===== src/hdl/scsm_defs.svh =====
// Constants of the system clock select and monitor block.
// Assumes one clk domain at 125 MHz; included by the top module, the checker and the bench.
//
// How it works
// - Reset always selects internal oscillator, 8 MHz.
// - External source watched while it is selected.
// - Failure forces automatic return to internal oscillator.
// - Failure interrupt raised only when enabled.
// - Multiplier input failure also reported to software.
// - Internal source through multiplier raises the 64 MHz limit flag.
// - General timer clock x1 or x2 slow bus.
// - Advanced timer clock x1 or x2 fast bus.
`ifndef SCSM_DEFS_SVH
`define SCSM_DEFS_SVH

`define SCSM_INT_OSC_MHZ      8
`define SCSM_CLK_MHZ          125
// Time without an external edge that counts as a failure, in ns
`define SCSM_FAIL_TIME_NS     1000
`define SCSM_FAIL_CYCLES      ((`SCSM_FAIL_TIME_NS * `SCSM_CLK_MHZ) / 1000)
`define SCSM_CNT_W            8
`define SCSM_SYNC_STAGES      2
`define SCSM_PRESC_W          3
`define SCSM_PRESC_DIV1       3'h0
`define SCSM_N_SLOW_PERIPH    13
`define SCSM_N_FAST_PERIPH    11

`endif


===== src/hdl/scsm_pkg.sv =====
// Types of the system clock select and monitor block.
// Includes no header, so it needs nothing on the include path.
`default_nettype none
package scsm_pkg;
   // Source switching state machine
   typedef enum logic [2:0] {
      SCSM_ST_INT      = 3'b000,
      SCSM_ST_STOP_INT = 3'b001,
      SCSM_ST_EXT      = 3'b010,
      SCSM_ST_STOP_EXT = 3'b011,
      SCSM_ST_SEL_INT  = 3'b100
   } scsm_state_t;
endpackage
`default_nettype wire


===== src/hdl/scsm_clock_select.sv =====
// Top of the system clock select and monitor block, one design file.
// Assumes oscillators and clock-divider ticks arrive as asynchronous levels
// and are resynchronised here; clock outputs are registered enables.
`include "scsm_defs.svh"
`default_nettype none
module scsm_clock_select (
   input  wire logic                              clk,
   input  wire logic                              reset,
   // ----------------------------------------------------------------
   // Sources and control
   // ----------------------------------------------------------------
   input  wire logic                              internal_rc_osc,
   input  wire logic                              external_fast_osc,
   input  wire logic                              multiplier_output_clock,
   input  wire logic                              ext_select,
   input  wire logic                              monitor_enable,
   input  wire logic                              fail_irq_enable,
   input  wire logic                              mult_irq_enable,
   input  wire logic                              fail_clear,
   input  wire logic                              mult_from_internal,
   input  wire logic [`SCSM_PRESC_W-1:0]          slow_presc,
   input  wire logic [`SCSM_PRESC_W-1:0]          fast_presc,
   input  wire logic                              slow_bus_tick,
   input  wire logic                              fast_bus_tick,
   input  wire logic [`SCSM_N_SLOW_PERIPH-1:0]    slow_periph_en,
   input  wire logic [`SCSM_N_FAST_PERIPH-1:0]    fast_periph_en,
   // ----------------------------------------------------------------
   // Outputs
   // ----------------------------------------------------------------
   output logic                                   system_clock,
   output logic                                   ext_active,
   output logic                                   fail_flag,
   output logic                                   fail_irq,
   output logic                                   mult_fail_irq,
   output logic                                   mult_limit_64,
   output logic                                   general_timer_clock,
   output logic                                   advanced_timer_clock,
   output logic [`SCSM_N_SLOW_PERIPH-1:0]         slow_periph_clk,
   output logic [`SCSM_N_FAST_PERIPH-1:0]         fast_periph_clk
);

   // ----------------------------------------------------------------
   // Input synchronisers
   // ----------------------------------------------------------------
   // Every source and bus tick is a free-running level from another
   // clock, so each one passes two flip-flops before any logic reads it.
   // The first stage is read only by the second stage; a third register
   // keeps the previous settled value for edge detection.
   // All stages reset low, matching the idle level of the sources, so no
   // false edge is seen right after reset.
   // Order of the bundle, most significant first:
   //    internal source, external source, multiplier output,
   //    slow bus tick, fast bus tick.
   localparam int NS = 5;
   logic [NS-1:0] sync1_q;   // First stage, read only by second stage
   logic [NS-1:0] sync2_q;   // Second stage, safe to use
   logic [NS-1:0] sync_in;   // Raw asynchronous inputs
   logic [NS-1:0] prev_q;    // Previous synchronised value for edge detect

   assign sync_in = {internal_rc_osc, external_fast_osc, multiplier_output_clock,
                     slow_bus_tick, fast_bus_tick};

   // Two flip-flops on each asynchronous input
   always_ff @(posedge clk or posedge reset) begin
      if (reset) begin
         sync1_q <= '0;
         sync2_q <= '0;
         prev_q  <= '0;
      end else begin
         sync1_q <= sync_in;
         sync2_q <= sync1_q;
         prev_q  <= sync2_q;
      end
   end

   logic int_lvl, ext_lvl, mult_edge, ext_edge, slow_edge, fast_edge;
   assign int_lvl   = sync2_q[4];
   assign ext_lvl   = sync2_q[3];
   assign ext_edge  = sync2_q[3] ^ prev_q[3];
   assign mult_edge = sync2_q[2] ^ prev_q[2];
   assign slow_edge = sync2_q[1] & ~prev_q[1];
   assign fast_edge = sync2_q[0] & ~prev_q[0];

   // ----------------------------------------------------------------
   // Failure watchdogs
   // ----------------------------------------------------------------
   logic [`SCSM_CNT_W-1:0] ext_cnt_d, ext_cnt_q;    // Cycles since external edge
   logic [`SCSM_CNT_W-1:0] mult_cnt_d, mult_cnt_q;  // Cycles since multiplier edge
   logic ext_fail, mult_fail;
   scsm_pkg::scsm_state_t st_d, st_q;               // Switch state

   // Each watchdog counts cycles with no edge on its source. It saturates
   // at the failure threshold, so the failure stays visible until the
   // source edges again, is deselected or the watch is turned off.
   // The external watch runs only while that source is in use; the
   // multiplier watch runs whenever monitoring is enabled.
   // Count silence on each source; restart on every edge
   always_comb begin
      ext_cnt_d  = ext_cnt_q;
      mult_cnt_d = mult_cnt_q;
      if (ext_edge || !monitor_enable || st_q == scsm_pkg::SCSM_ST_INT) begin
         ext_cnt_d = '0;   // Watch only while external is selected
      end else if (!ext_fail) begin
         ext_cnt_d = ext_cnt_q + `SCSM_CNT_W'(1);
      end
      if (mult_edge || !monitor_enable) begin
         mult_cnt_d = '0;
      end else if (!mult_fail) begin
         mult_cnt_d = mult_cnt_q + `SCSM_CNT_W'(1);
      end
   end
   assign ext_fail  = (ext_cnt_q  >= `SCSM_CNT_W'(`SCSM_FAIL_CYCLES));
   assign mult_fail = (mult_cnt_q >= `SCSM_CNT_W'(`SCSM_FAIL_CYCLES));

   // ----------------------------------------------------------------
   // Source switch: stop old source low, then start new one
   // ----------------------------------------------------------------
   always_comb begin
      st_d = st_q;
      case (st_q)
         scsm_pkg::SCSM_ST_INT: begin
            // Leave only on a low internal phase, no short pulse
            if (ext_select && !fail_flag && !int_lvl) st_d = scsm_pkg::SCSM_ST_STOP_INT;
         end
         scsm_pkg::SCSM_ST_STOP_INT: begin
            if (!ext_lvl) st_d = scsm_pkg::SCSM_ST_EXT;
         end
         scsm_pkg::SCSM_ST_EXT: begin
            // Automatic fallback, no software needed
            if (ext_fail) st_d = scsm_pkg::SCSM_ST_SEL_INT;
            else if (!ext_select && !ext_lvl) st_d = scsm_pkg::SCSM_ST_STOP_EXT;
         end
         scsm_pkg::SCSM_ST_STOP_EXT,
         scsm_pkg::SCSM_ST_SEL_INT: begin
            if (!int_lvl) st_d = scsm_pkg::SCSM_ST_INT;
         end
         default: st_d = scsm_pkg::SCSM_ST_INT;
      endcase
   end

   // ----------------------------------------------------------------
   // Flags, interrupts and clock outputs
   // ----------------------------------------------------------------
   logic fail_d, irq_d, mirq_d, sys_d, tim_g_d, tim_a_d;
   logic [`SCSM_N_SLOW_PERIPH-1:0] sp_d;
   logic [`SCSM_N_FAST_PERIPH-1:0] fp_d;
   logic mult_fail_q;

   always_comb begin
      // Sticky failure flag: set beats clear
      fail_d = (fail_flag && !fail_clear) || (ext_fail && st_q == scsm_pkg::SCSM_ST_EXT);
      irq_d  = fail_d && fail_irq_enable;
      mirq_d = (mult_fail_q && !fail_clear) || mult_fail;
      // System clock follows the selected source, held low while switching
      case (st_q)
         scsm_pkg::SCSM_ST_INT: sys_d = int_lvl;
         scsm_pkg::SCSM_ST_EXT: sys_d = ext_lvl;
         default:               sys_d = 1'b0;
      endcase
      // Timer clocks: x1 bus when prescaler is 1, else x2 (both edges)
      tim_g_d = (slow_presc == `SCSM_PRESC_DIV1) ? sync2_q[1] : slow_edge;
      tim_a_d = (fast_presc == `SCSM_PRESC_DIV1) ? sync2_q[0] : fast_edge;
      if (slow_presc != `SCSM_PRESC_DIV1) tim_g_d = sync2_q[1] ^ prev_q[1];
      if (fast_presc != `SCSM_PRESC_DIV1) tim_a_d = sync2_q[0] ^ prev_q[0];
      // Peripheral clocks gated per enable
      sp_d = slow_periph_en & {`SCSM_N_SLOW_PERIPH{sync2_q[1]}};
      fp_d = fast_periph_en & {`SCSM_N_FAST_PERIPH{sync2_q[0]}};
   end

   // Every output leaves straight from a flip-flop, so consumers never
   // see decode glitches. The cost is one cycle of latency on each of
   // them, which the failure timeout easily absorbs.
   // A reset in mid-run drops any external selection at once and clears
   // the sticky flags; if ext_select is still high, the switch to the external source starts again.
   // Register all state and outputs; reset returns to internal source
   always_ff @(posedge clk or posedge reset) begin
      if (reset) begin
         st_q                 <= scsm_pkg::SCSM_ST_INT;
         ext_cnt_q            <= '0;
         mult_cnt_q           <= '0;
         mult_fail_q          <= 1'b0;
         fail_flag            <= 1'b0;
         fail_irq             <= 1'b0;
         mult_fail_irq        <= 1'b0;
         system_clock         <= 1'b0;
         ext_active           <= 1'b0;
         mult_limit_64        <= 1'b0;
         general_timer_clock  <= 1'b0;
         advanced_timer_clock <= 1'b0;
         slow_periph_clk      <= '0;
         fast_periph_clk      <= '0;
      end else begin
         st_q                 <= st_d;
         ext_cnt_q            <= ext_cnt_d;
         mult_cnt_q           <= mult_cnt_d;
         mult_fail_q          <= mirq_d;
         fail_flag            <= fail_d;
         fail_irq             <= irq_d;
         mult_fail_irq        <= mirq_d && mult_irq_enable;
         system_clock         <= sys_d;
         ext_active           <= (st_q == scsm_pkg::SCSM_ST_EXT);
         mult_limit_64        <= mult_from_internal;
         general_timer_clock  <= tim_g_d;
         advanced_timer_clock <= tim_a_d;
         slow_periph_clk      <= sp_d;
         fast_periph_clk      <= fp_d;
      end
   end

endmodule
`default_nettype wire


===== config.mk =====
export PLATFORM = sky130hd
export DESIGN_NAME = scsm_clock_select
export DESIGN_NICKNAME = d
export VERILOG_FILES = /design/src/hdl/scsm_pkg.sv /design/src/hdl/scsm_clock_select.sv
export VERILOG_INCLUDE_DIRS = /design/src /design/src/hdl
export SDC_FILE = /design/constraint.sdc
export NUM_CORES = 1
export LEC_CHECK = 0
export BUFFER_PORTS_ARGS = -buffer_cell sky130_fd_sc_hd__buf_2
export CORE_UTILIZATION = 53
export CTS_BUF_LIST = sky130_fd_sc_hd__clkbuf_4
export CTS_CLUSTER_DIAMETER = 100
export DETAILED_ROUTE_END_ITERATION = 7
export GPL_ROUTABILITY_DRIVEN = 1
export PLACE_DENSITY = 0.81
export SYNTH_ARGS = -nofsm -noshare
export SYNTH_HDL_FRONTEND = slang
export SYNTH_SLANG_ARGS = --single-unit

===== constraint.sdc =====
create_clock -name clk -period 2.5 [get_ports clk]
set_input_delay 0.5 -clock clk [delete_from_list [all_inputs] [get_ports clk]]
set_output_delay 0.5 -clock clk [all_outputs]
set_load 0.005 [all_outputs]

==> results of run 1 <==
[registers in the layout (all words and copies together) (netlist names)]
signal / flops
slow_periph_clk: 13
fast_periph_clk: 11
ext_cnt_q: 8
mult_cnt_q: 8
sync1_q: 5
sync2_q: 5
prev_q: 4
st_q: 3
advanced_timer_clock: 1
ext_active: 1
fail_flag: 1
fail_irq: 1
general_timer_clock: 1
mult_fail_irq: 1
mult_fail_q: 1
mult_limit_64: 1
system_clock: 1
[cell usage after synthesis]
cell	n
a31oi_1	4
buf_2	1
a22oi_1	1
a211oi_1	2
or3_1	1
o311ai_4	1
nand4_1	1
inv_1	14
o22ai_1	1
nor2b_1	2
nand2b_1	3
a21oi_1	3
dfrtp_1	66
a21o_1	1
o21ai_0	6
mux2i_1	3
clkbuf_1	2
ha_1	8
nand3_2	1
nand2_1	10
a2111oi_4	1
a311oi_2	1
nand3b_1	1
and4_4	1
o2bb2ai_1	1
nor3b_1	1
nor4_1	1
nor2_1	16
nor3_1	5
a32o_1	1
and4_2	1
nand3_1	3
a31oi_4	2
o21ai_1	1
o21a_1	1
o21bai_1	2
o32ai_1	1
o31ai_1	1
xnor2_1	6
and3_2	1
or4_1	1
and2_1	26
a31o_2	1
[worst max-delay path by stage]
stage / to
6_report: ext_cnt_q[6]$_DFFE_PP0P_
3_5_place_dp: ext_cnt_q[6]$_DFFE_PP0P_
4_1_cts: ext_cnt_q[6]$_DFFE_PP0P_
3_3_place_gp: ext_cnt_q[6]$_DFFE_PP0P_
2_1_floorplan: advanced_timer_clock$_DFF_PP0_
5_1_grt: ext_cnt_q[6]$_DFFE_PP0P_
[cell type report]
class | count | share of cell area (%)
Timing Repair Buffer | 75 | 12.4
Tap cell | 67 | 2.65
Inverter | 14 | 1.66
Clock inverter | 4 | 0.674
Clock buffer | 10 | 2.38
Sequential cell | 66 | 52.3
Multi-Input combinational cell | 124 | 28.0
[worst max-delay path, cell delays in order, from the launching register on]
cell,delay [ns]
dfrtp_1,0.41
inv_1,0.08
ha_1,0.18
nand2b_1,0.28
or4_1,0.54
o21ai_0,0.08
nor2_1,0.05
[placed cells by master (no fill, tap or decap), drive strengths merged, types with 4 or more instances in the layout]
master / synthesis / routed
buf: 1 / 75
dfrtp: 66 / 66
and2: 26 / 26
nor2: 16 / 16
inv: 14 / 14
nand2: 10 / 10
clkbuf: 2 / 10
ha: 8 / 8
o21ai: 7 / 7
xnor2: 6 / 6
a31oi: 6 / 6
nor3: 5 / 5
nand3: 4 / 4
[layer usage]
metal,share of wire (%),routed length (microns)
met5,0,0
met4,3.1,131
met3,6.9,297
met2,46,1990
met1,44,1880
[per-stage QoR]
step	power (uW)	instance area, sq um
2_1_floorplan	1380	2600
3_3_place_gp	1470	3060
3_5_place_dp	1490	3060
4_1_cts	2020	3160
5_1_grt	2100	3160
6_report	2000	3160
[where the power goes]
part,switching [uW],internal (uW),total [uW],leakage (uW)
Sequential,66.6,1140,1200,0.000850
Clock,340,198,539,0.0000555
Combinational,133,125,257,0.000660
[logic make-up (layout without fill, tap and decap cells)]
group	after synthesis	after routing	share of synthesized area, %
compound gates	32	32	11.1
buf+inv	17	103	2.50
fa+ha+maj	8	8	3.85
xor+xnor	6	6	2.02
simple gates	75	75	15.8
flops	66	66	63.5
mux	3	3	1.16
==> out/qor.yml, run 1 <==
cts:
  htreeDepth: 3
  numClockSinks: 66
  path_clk_slew_ns: 0.10
  cts_resized: 0
  cts-root-buf: "clkbuf_4"
  ctsHoldBuffers: 0
  postCtsSetupRepairBufs: 0
  cts_tree: "yes"
  clk-insertion-delay-late_ns: 0.39
  clockBufferDepth: 2
  cts_made_buffers: 9
timing:
  hold_ws_ns: 0.137
  relSlewSlack_pct: 64.6
  worst_slew_pin_slew_ns: 0.530
  period_minus_slack_ns: 1.72
  setup_slack_ns: 0.778
  tns_ns: 0
  fin_crit_sh_pct: 68.9
  max_freq_mhz: 581
  skew_ns: 0.00879
  rsz0062_at_grt: "false"
  finalHoldViolations: 0
  setup_violations: 0
  slew_violations: 0
placed_design:
  dp_hpwl_mm: 3.04
  gp_congestion: 0.774
  place_ws_ns: 0.770
  io_buffers: 74
  dpl.cell_count: 346
yosys:
  postSynthCellCount: 207
  syn_area_per_cell_sq_um: 12.6
  synth_largest_area_cell: "dfrtp_1"
  synth_top_area_share_pct: 63.5
  syn-num-nets: 258
  ys_types: 43
  synth_area_leaders: "dfrtp_1 (64%), and2_1 (6.3%), ha_1 (3.8%)"
  synth_seq_cells: 66
  yosys_warnings: 0
  synth-seq-area-share_pct: 63.5
  syn_area_sq_um: 2600
detailed_routing:
  via_per_inst: 4.90
  wl_per_cell_microns: 11.9
  dr.first_iter.drc_count: 70
  ant_nets: 0
  vias: 1763
  detail_route.first_pass.iterations: 6
  routed_wl_mm: 4.29
  drc: 2
final_layout:
  drive_above_1_share_pct: 33.8
  seq_area_sq_um: 1650
  fill_cells: 358
  area_delta_synth_final_pct: 21.5
  diodes: 0
  multi_input_area_sq_um: 883
  utilization_pct: 66.9
  nNetsFinal: 341
  final_cells: 360
power:
  peakVddDrop_mv: 0.404
  cellPowerDensity_nw_per_um2: 633
  p_leak_uw: 0.00157
global_route:
  grt_max_degree: 43
  antenna_found_initial: 0
  met2_usage_pct: 29.7
  grt-ovfl-total: 0
  grt_use_total_pct: 18.9
  busiest_layer: "met2"
  grt_pass1_vias: 1734
  groute.layer.met1.usage_pct: 22.0
  grt_pass1_wl_mm: 7.29
  met3_usage_pct: 6.53
hold_path:
  hold_class: "input pin to async pin"
run_status:
  run_status: "finished, violations left"
  violations: "design-rule violations"
worst_setup_path:
  crit_start: "ext_cnt_q[1]$_DFFE_PP0P_"
  critPathMaxFanout: 6
  crit_required_ns: 2.78
  timing.rr.start: "ext_cnt_q[1]$_DFFE_PP0P_"
  r2r_slack_ns: 0.78
  worstSetupPathType: "register to register"
  cp.arrival_ns: 2.00
  r2r_cells: 6
  r2r-end: "ext_cnt_q[6]$_DFFE_PP0P_"
  end_kind: "register"
  crit_path_start_kind: "register"
die:
  die_h_microns: 72.0
  core-area_sq_um: 4720
  die_w_microns: 72.0
  io_pins: 75
  fp-row-count: 25
  initial_core_util_pct: 55.0
  die-area_sq_um: 5190
run:
  drv_cap: 0
Note: power is estimated with default switching activity, not from simulation.
==> run 2: changes to the inputs <==
==> constraint.sdc (replaced) <==
create_clock -name clk -period 1.6 [get_ports clk]
set_input_delay 0.32 -clock clk [delete_from_list [all_inputs] [get_ports clk]]
set_output_delay 0.32 -clock clk [all_outputs]
set_load 0.005 [all_outputs]
==> run 2 against run 1 <==
Net effect: the run now ends clean; critical path type unchanged; critical endpoint is now mult_cnt_q[5]$_DFFE_PP0P_; global-route usage grew 3.9 points; final cell count grew 5.0%; largest cell class unchanged; critical path depth is the same; via count grew 7.5%; core utilization grew 4.6 points; non-clock buffer count grew 16; register-to-register slack lost 0.72 ns; clock power grew 130%; sequential power grew 57%.
==> out/qor.yml, run 2 (synthesized netlist as in run 1, its figures left out) <==
run_status:
  run_status: "completed"
global_route:
  grt-ovfl-total: 0  # unchanged
  antenna_found_initial: 0  # unchanged
  grt_pass1_vias: 1877  # +8.2%
  grt_max_degree: 38  # -12%
  grt_pass1_wl_mm: 8.67  # +19%
  grt_use_total_pct: 22.7  # +3.9 points
cts:
  cts_tree: "yes"
  path_clk_slew_ns: 0.11  # about the same
  numClockSinks: 66  # unchanged
  clk-insertion-delay-late_ns: 0.40  # about the same
  clockBufferDepth: 2  # unchanged
  cts_made_buffers: 9  # unchanged
  cts-root-buf: "clkbuf_4"
  htreeDepth: 3  # unchanged
timing:
  finalHoldViolations: 0  # unchanged
  max_freq_mhz: 650  # +12%
  worst_slew_pin_slew_ns: 0.449  # -0.0811 ns
  rsz0062_at_grt: "true"
  setup_violations: 0  # unchanged
  period_minus_slack_ns: 1.54  # -0.183 ns
  relSlewSlack_pct: 70.0  # +5.4 points
  setup_slack_ns: 0.0610  # -0.717 ns
  fin_crit_sh_pct: 96.2  # +27 points
  skew_ns: 0.00985  # +0.00106 ns
  slew_violations: 0  # unchanged
detailed_routing:
  routed_wl_mm: 5.25  # +22%
  ant_nets: 0  # unchanged
  drc: 0  # -2
  dr.first_iter.drc_count: 174  # +150%
  vias: 1896  # +7.5%
  detail_route.first_pass.iterations: 4  # -2
  via_per_inst: 5.02  # +2.4%
  wl_per_cell_microns: 13.9  # +16%
final_layout:
  utilization_pct: 71.4  # +4.6 points
  final_cell_mix: "buf_2 (74), dfrtp_1 (66), and2_1 (26), nor2_1 (16), inv_1 (13)"
  nNetsFinal: 357  # +4.7%
  drive_above_1_share_pct: 36.7  # +2.9 points
  area_delta_synth_final_pct: 29.7
  multi_input_area_sq_um: 906  # +2.5%
  final_cells: 378  # +5.0%
  seq_area_sq_um: 1650  # unchanged
  diodes: 0  # unchanged
  largestRegisters: "slow_periph_clk (13), fast_periph_clk (11)"
  final_common_cell: "buf_2"
  max_flop_register: "slow_periph_clk"
  largest_reg_flops: 13  # unchanged
  fill_cells: 319  # -11%
hold_path:
  min_path_cells: 2
  hold_class: "input pin to register"
power:
  cellPowerDensity_nw_per_um2: 1070  # +69%
  p_leak_uw: 0.00166  # +6.2%
  peakVddDrop_mv: 0.739  # +83%
placed_design:
  place_ws_ns: -0.00519  # -0.775 ns
  dp_hpwl_mm: 3.38  # +11%
  dpl.cell_count: 353  # +2.0%
  io_buffers: 74  # unchanged
  gp_congestion: 0.796  # +2.9%
worst_setup_path:
  crit_path_start_kind: "register"
  crit_chain: "inv_1 > ha_1 > nand2b_4 > a31oi_4 > a211oi_2 > a31o_2"
  critPathMaxFanout: 5  # -1
  path_depth: 6  # unchanged
  worstSetupPathType: "register to register"
  critPathBufInv: 1  # unchanged
  r2r_cells: 6  # unchanged
  end_kind: "register"
  crit_family: "compound AO/OA/AOI/OAI gates"
  crit_required_ns: 1.90  # -0.88 ns
  cp.arrival_ns: 1.83  # -0.17 ns
  slowest_delay_ns: 0.41  # -0.13 ns
  cp_slowest_cell: "dfrtp_1"
die:
  core-area_sq_um: 4720  # unchanged
  die_w_microns: 72.0  # unchanged
  fp-row-count: 25  # unchanged
  initial_core_util_pct: 55.0  # unchanged
  die-area_sq_um: 5190  # unchanged
  io_pins: 75  # unchanged
  die_h_microns: 72.0  # unchanged
run:
  drv_cap: 0  # unchanged
-- run 2: final cells by class --
class	instances	share of cell area (%)
clock buffers	9	2.00
clock inverters	7	2.74
inverters	14	1.67
multi-input cells	124	26.9
flip-flops and latches	66	49.0
well taps	67	2.49
repair buffers	91	15.3
-- run 2: per-stage QoR --
stage                     setup TNS, ns  hold WS, ns  cell area [sq um]  power, uW
final                                 0        0.125               3370       3600
after detailed placement       -0.00519        0.336               3110       2370
after global placement                0        0.332               3110       2340
after global routing           -0.00235       0.0923               3370       3780
after CTS                             0      0.00319               3340       3620
after floorplan                       0        0.331               2610       2160
-- run 2: worst paths after layout --
kind	startpoint	slack (ns)	to
hold reg to reg	sync1_q[1]$_DFF_PP0_	0.36	sync2_q[1]$_DFF_PP0_
setup / recovery	mult_cnt_q[1]$_DFFE_PP0P_	0.06	mult_cnt_q[5]$_DFFE_PP0P_
max in group asynchronous	reset	0.66	ext_cnt_q[6]$_DFFE_PP0P_
setup reg to reg	mult_cnt_q[1]$_DFFE_PP0P_	0.06	mult_cnt_q[5]$_DFFE_PP0P_
min in group asynchronous	reset	0.58	mult_limit_64$_DFF_PP0_
hold / removal	mult_irq_enable	0.12	mult_fail_irq$_DFF_PP0_
-- run 2: what timing repair did --
item	CTS	global route
pin swaps	1	1
setup endpoints to repair	2	5
hold buffers	6	1
setup buffers	0	2
endpoints found under the hold margin	34	1
resized for setup	2	4
gates cloned	0	0
-- run 2: power by group --
group / internal (uW) / switching [uW]
clock: 631 / 598
combinational: 252 / 244
sequential: 1780 / 99.6
total: 2660 / 941
-- run 2: per-layer routing --
layer | vias up | GRT usage [%] | share of wire, %
met2 | 62 | 37.6 | 52
met4 | 0 | 7.19 | 1.0
li1 | 897 | - | -
met5 | - | 0 | 0
met1 | 931 | 27.7 | 41
met3 | 6 | 8.89 | 5.9
==> run 3: changes to the inputs <==
--- a/config.mk
+++ b/config.mk
@@ -7,6 +7,8 @@
 export NUM_CORES = 1
 export LEC_CHECK = 0
 export BUFFER_PORTS_ARGS = -buffer_cell sky130_fd_sc_hd__buf_2
+export CAP_MARGIN = 10
+export CORE_ASPECT_RATIO = 2
 export CORE_UTILIZATION = 53
 export CTS_BUF_LIST = sky130_fd_sc_hd__clkbuf_4
 export CTS_CLUSTER_DIAMETER = 100
==> run 3 against run 2 <==
Net effect: sequential power about the same; sequential cell count stayed put; register-to-register slack worse by 0.05 ns; core utilization up 0.20 points; count of clock-buffer cells in the layout rose by 3; die area grew 0.32%; routed wire length shrank 5.5%; critical endpoint is now ext_cnt_q[6]$_DFFE_PP0P_; largest power group unchanged; highest routed layer unchanged.
==> out/qor.yml, run 3 (synthesized netlist as in run 1, its figures left out) <==
final_layout:
  largest_reg_flops: 13  # unchanged
  area_delta_synth_final_pct: 27.9
  final_common_cell: "buf_2"
  max_flop_register: "slow_periph_clk"
  largestRegisters: "slow_periph_clk (13), fast_periph_clk (11)"
  final_cell_mix: "buf_2 (74), dfrtp_1 (66), and2_1 (26), nor2_1 (16), inv_1 (13)"
  utilization_pct: 71.6  # +0.20 points
  diodes: 0  # unchanged
  fill_cells: 366  # +15%
  nNetsFinal: 357  # unchanged
  drive_above_1_share_pct: 37.3  # +0.64 points
placed_design:
  gp_congestion: 0.767  # -3.7%
  place_ws_ns: -0.0564  # -0.0513 ns
  io_buffers: 74  # unchanged
  dp_hpwl_mm: 3.60  # +6.6%
cts:
  clockBufferDepth: 2  # unchanged
  clk-insertion-delay-late_ns: 0.40  # about the same
  cts_tree: "yes"
  cts-root-buf: "clkbuf_4"
  htreeDepth: 3  # unchanged
  cts_made_buffers: 9  # unchanged
  path_clk_slew_ns: 0.10  # about the same
  numClockSinks: 66  # unchanged
die:
  die-area_sq_um: 5210  # +0.32%
  fp-row-count: 35  # +40%
  core-area_sq_um: 4640  # -1.7%
  io_pins: 75  # unchanged
  initial_core_util_pct: 56.0  # +0.96 points
  die_w_microns: 51.5  # -28%
  die_h_microns: 101  # +40%
hold_path:
  hp-start: "mult_from_internal"
  hold_class: "input pin to register"
timing:
  rsz0062_at_grt: "true"
  skew_ns: 0.0122  # +0.00235 ns
  fin_crit_sh_pct: 99.4  # +3.3 points
  finalHoldViolations: 0  # unchanged
  tns_ns: 0  # unchanged
  setup_slack_ns: 0.00880  # -0.0522 ns
  setup_violations: 0  # unchanged
  slew_violations: 0  # unchanged
  period_minus_slack_ns: 1.59  # +0.0522 ns
  worst_slew_pin_slew_ns: 0.442  # -0.00748 ns
  relSlewSlack_pct: 70.5  # +0.50 points
  max_freq_mhz: 628  # -3.3%
worst_setup_path:
  crit_family: "simple AND/OR/NAND/NOR gates"
  critPathBufInv: 0  # -1
  crit_path_start_kind: "register"
  end_kind: "register"
  worstSetupPathType: "register to register"
  crit_chain: "ha_1 > nand2b_4 > or4_1 > o21ai_1 > nor2_1"
  cp_slowest_cell: "or4_1"
  cp.arrival_ns: 1.87  # +0.04 ns
  crit_start: "ext_cnt_q[0]$_DFFE_PP0P_"
  slowest_delay_ns: 0.50  # +0.09 ns
  timing.rr.start: "ext_cnt_q[0]$_DFFE_PP0P_"
  critPathMaxFanout: 4  # -1
  crit_required_ns: 1.87  # -0.03 ns
detailed_routing:
  via_per_inst: 5.19  # +3.4%
  top_layer: "met4"
  met2WireLength_mm: 2.84  # +3.2%
  routed_wl_mm: 4.96  # -5.5%
  wl_met1_mm: 1.76  # -17%
  dr.first_iter.drc_count: 18  # -90%
  ant_nets: 0  # unchanged
  wl_per_cell_microns: 13.5  # -2.4%
  wl_met3_microns: 218  # -29%
  drc: 0  # unchanged
  vias: 1898  # +0.11%
  detail_route.first_pass.iterations: 4  # unchanged
global_route:
  grt_max_degree: 67  # +76%
  grt_pass1_wl_mm: 8.15  # -6.1%
  grt_pass1_vias: 1935  # +3.1%
  grt-ovfl-total: 0  # unchanged
  grt_use_total_pct: 21.9  # -0.81 points
  antenna_found_initial: 0  # unchanged
run:
  drv_cap: 0  # unchanged
power:
  peakVddDrop_mv: 0.700  # -5.3%
  cellPowerDensity_nw_per_um2: 984  # -7.8%
  p_leak_uw: 0.00165  # -0.47%
run_status:
  run_status: "completed"
-- run 3: area by class of cell --
type,count,area [sq um],share of cell area (%)
Clock buffer,12,90.1,2.71
Sequential cell,66,1650,49.7
Multi-Input combinational cell,124,915,27.5
Tap cell,55,68.8,2.07
Inverter,14,56.3,1.69
Timing Repair Buffer,91,524,15.8
Clock inverter,4,18.8,0.565
-- run 3: worst register-to-register path, cell delays in order, from the launching register on --
cell and delay, ns:
dfrtp_1 0.43, ha_1 0.22, nand2b_4 0.17, or4_1 0.50
o21ai_1 0.10, nor2_1 0.06
-- run 3: worst paths after layout --
| path | to | slack (ns) | cells past startpoint |
|---|---|---|---|
| max | ext_cnt_q[6]$_DFFE_PP0P_ | 0.009 | 5 |
| min reg2reg | sync2_q[4]$_DFF_PP0_ | 0.35 | 0 |
| min in group asynchronous | mult_fail_irq$_DFF_PP0_ | 0.55 | 4 |
| max reg2reg | ext_cnt_q[6]$_DFFE_PP0P_ | 0.009 | 5 |
| min | mult_limit_64$_DFF_PP0_ | 0.03 | 1 |
| max in group asynchronous | fast_periph_clk[3]$_DFF_PP0_ | 0.78 | 4 |
-- run 3: power breakdown --
part,internal [uW],switching [uW]
sequential,1780,98.0
combinational,259,243
clock,360,535
-- run 3: metrics by stage --
step                      total power [uW]  instance area (sq um)  instances  hold slack, ns
after floorplan                       2160                   2610        207           0.331
after CTS                             3300                   3300        366         0.00219
after global routing                  3450                   3320        366         0.00267
after detailed placement              2370                   3130        344           0.335
final                                 3270                   3320        366          0.0334
after global placement                2340                   3130        344           0.332
-- run 3: what timing repair did --
action	4_1_cts	5_1_grt
setup endpoints to repair	1	8
resized for setup	1	7
hold endpoints to repair	69	0
buffers inserted	2	0
pin swaps	0	2
hold buffers	4	0
-- run 3: layer usage --
| metal | track usage, % | vias up |
|---|---|---|
| li1 | - | 896 |
| met1 | 21.3 | 928 |
| met2 | 38.6 | 61 |
| met3 | 5.88 | 13 |
| met4 | 14.8 | 0 |
| met5 | 0 | - |
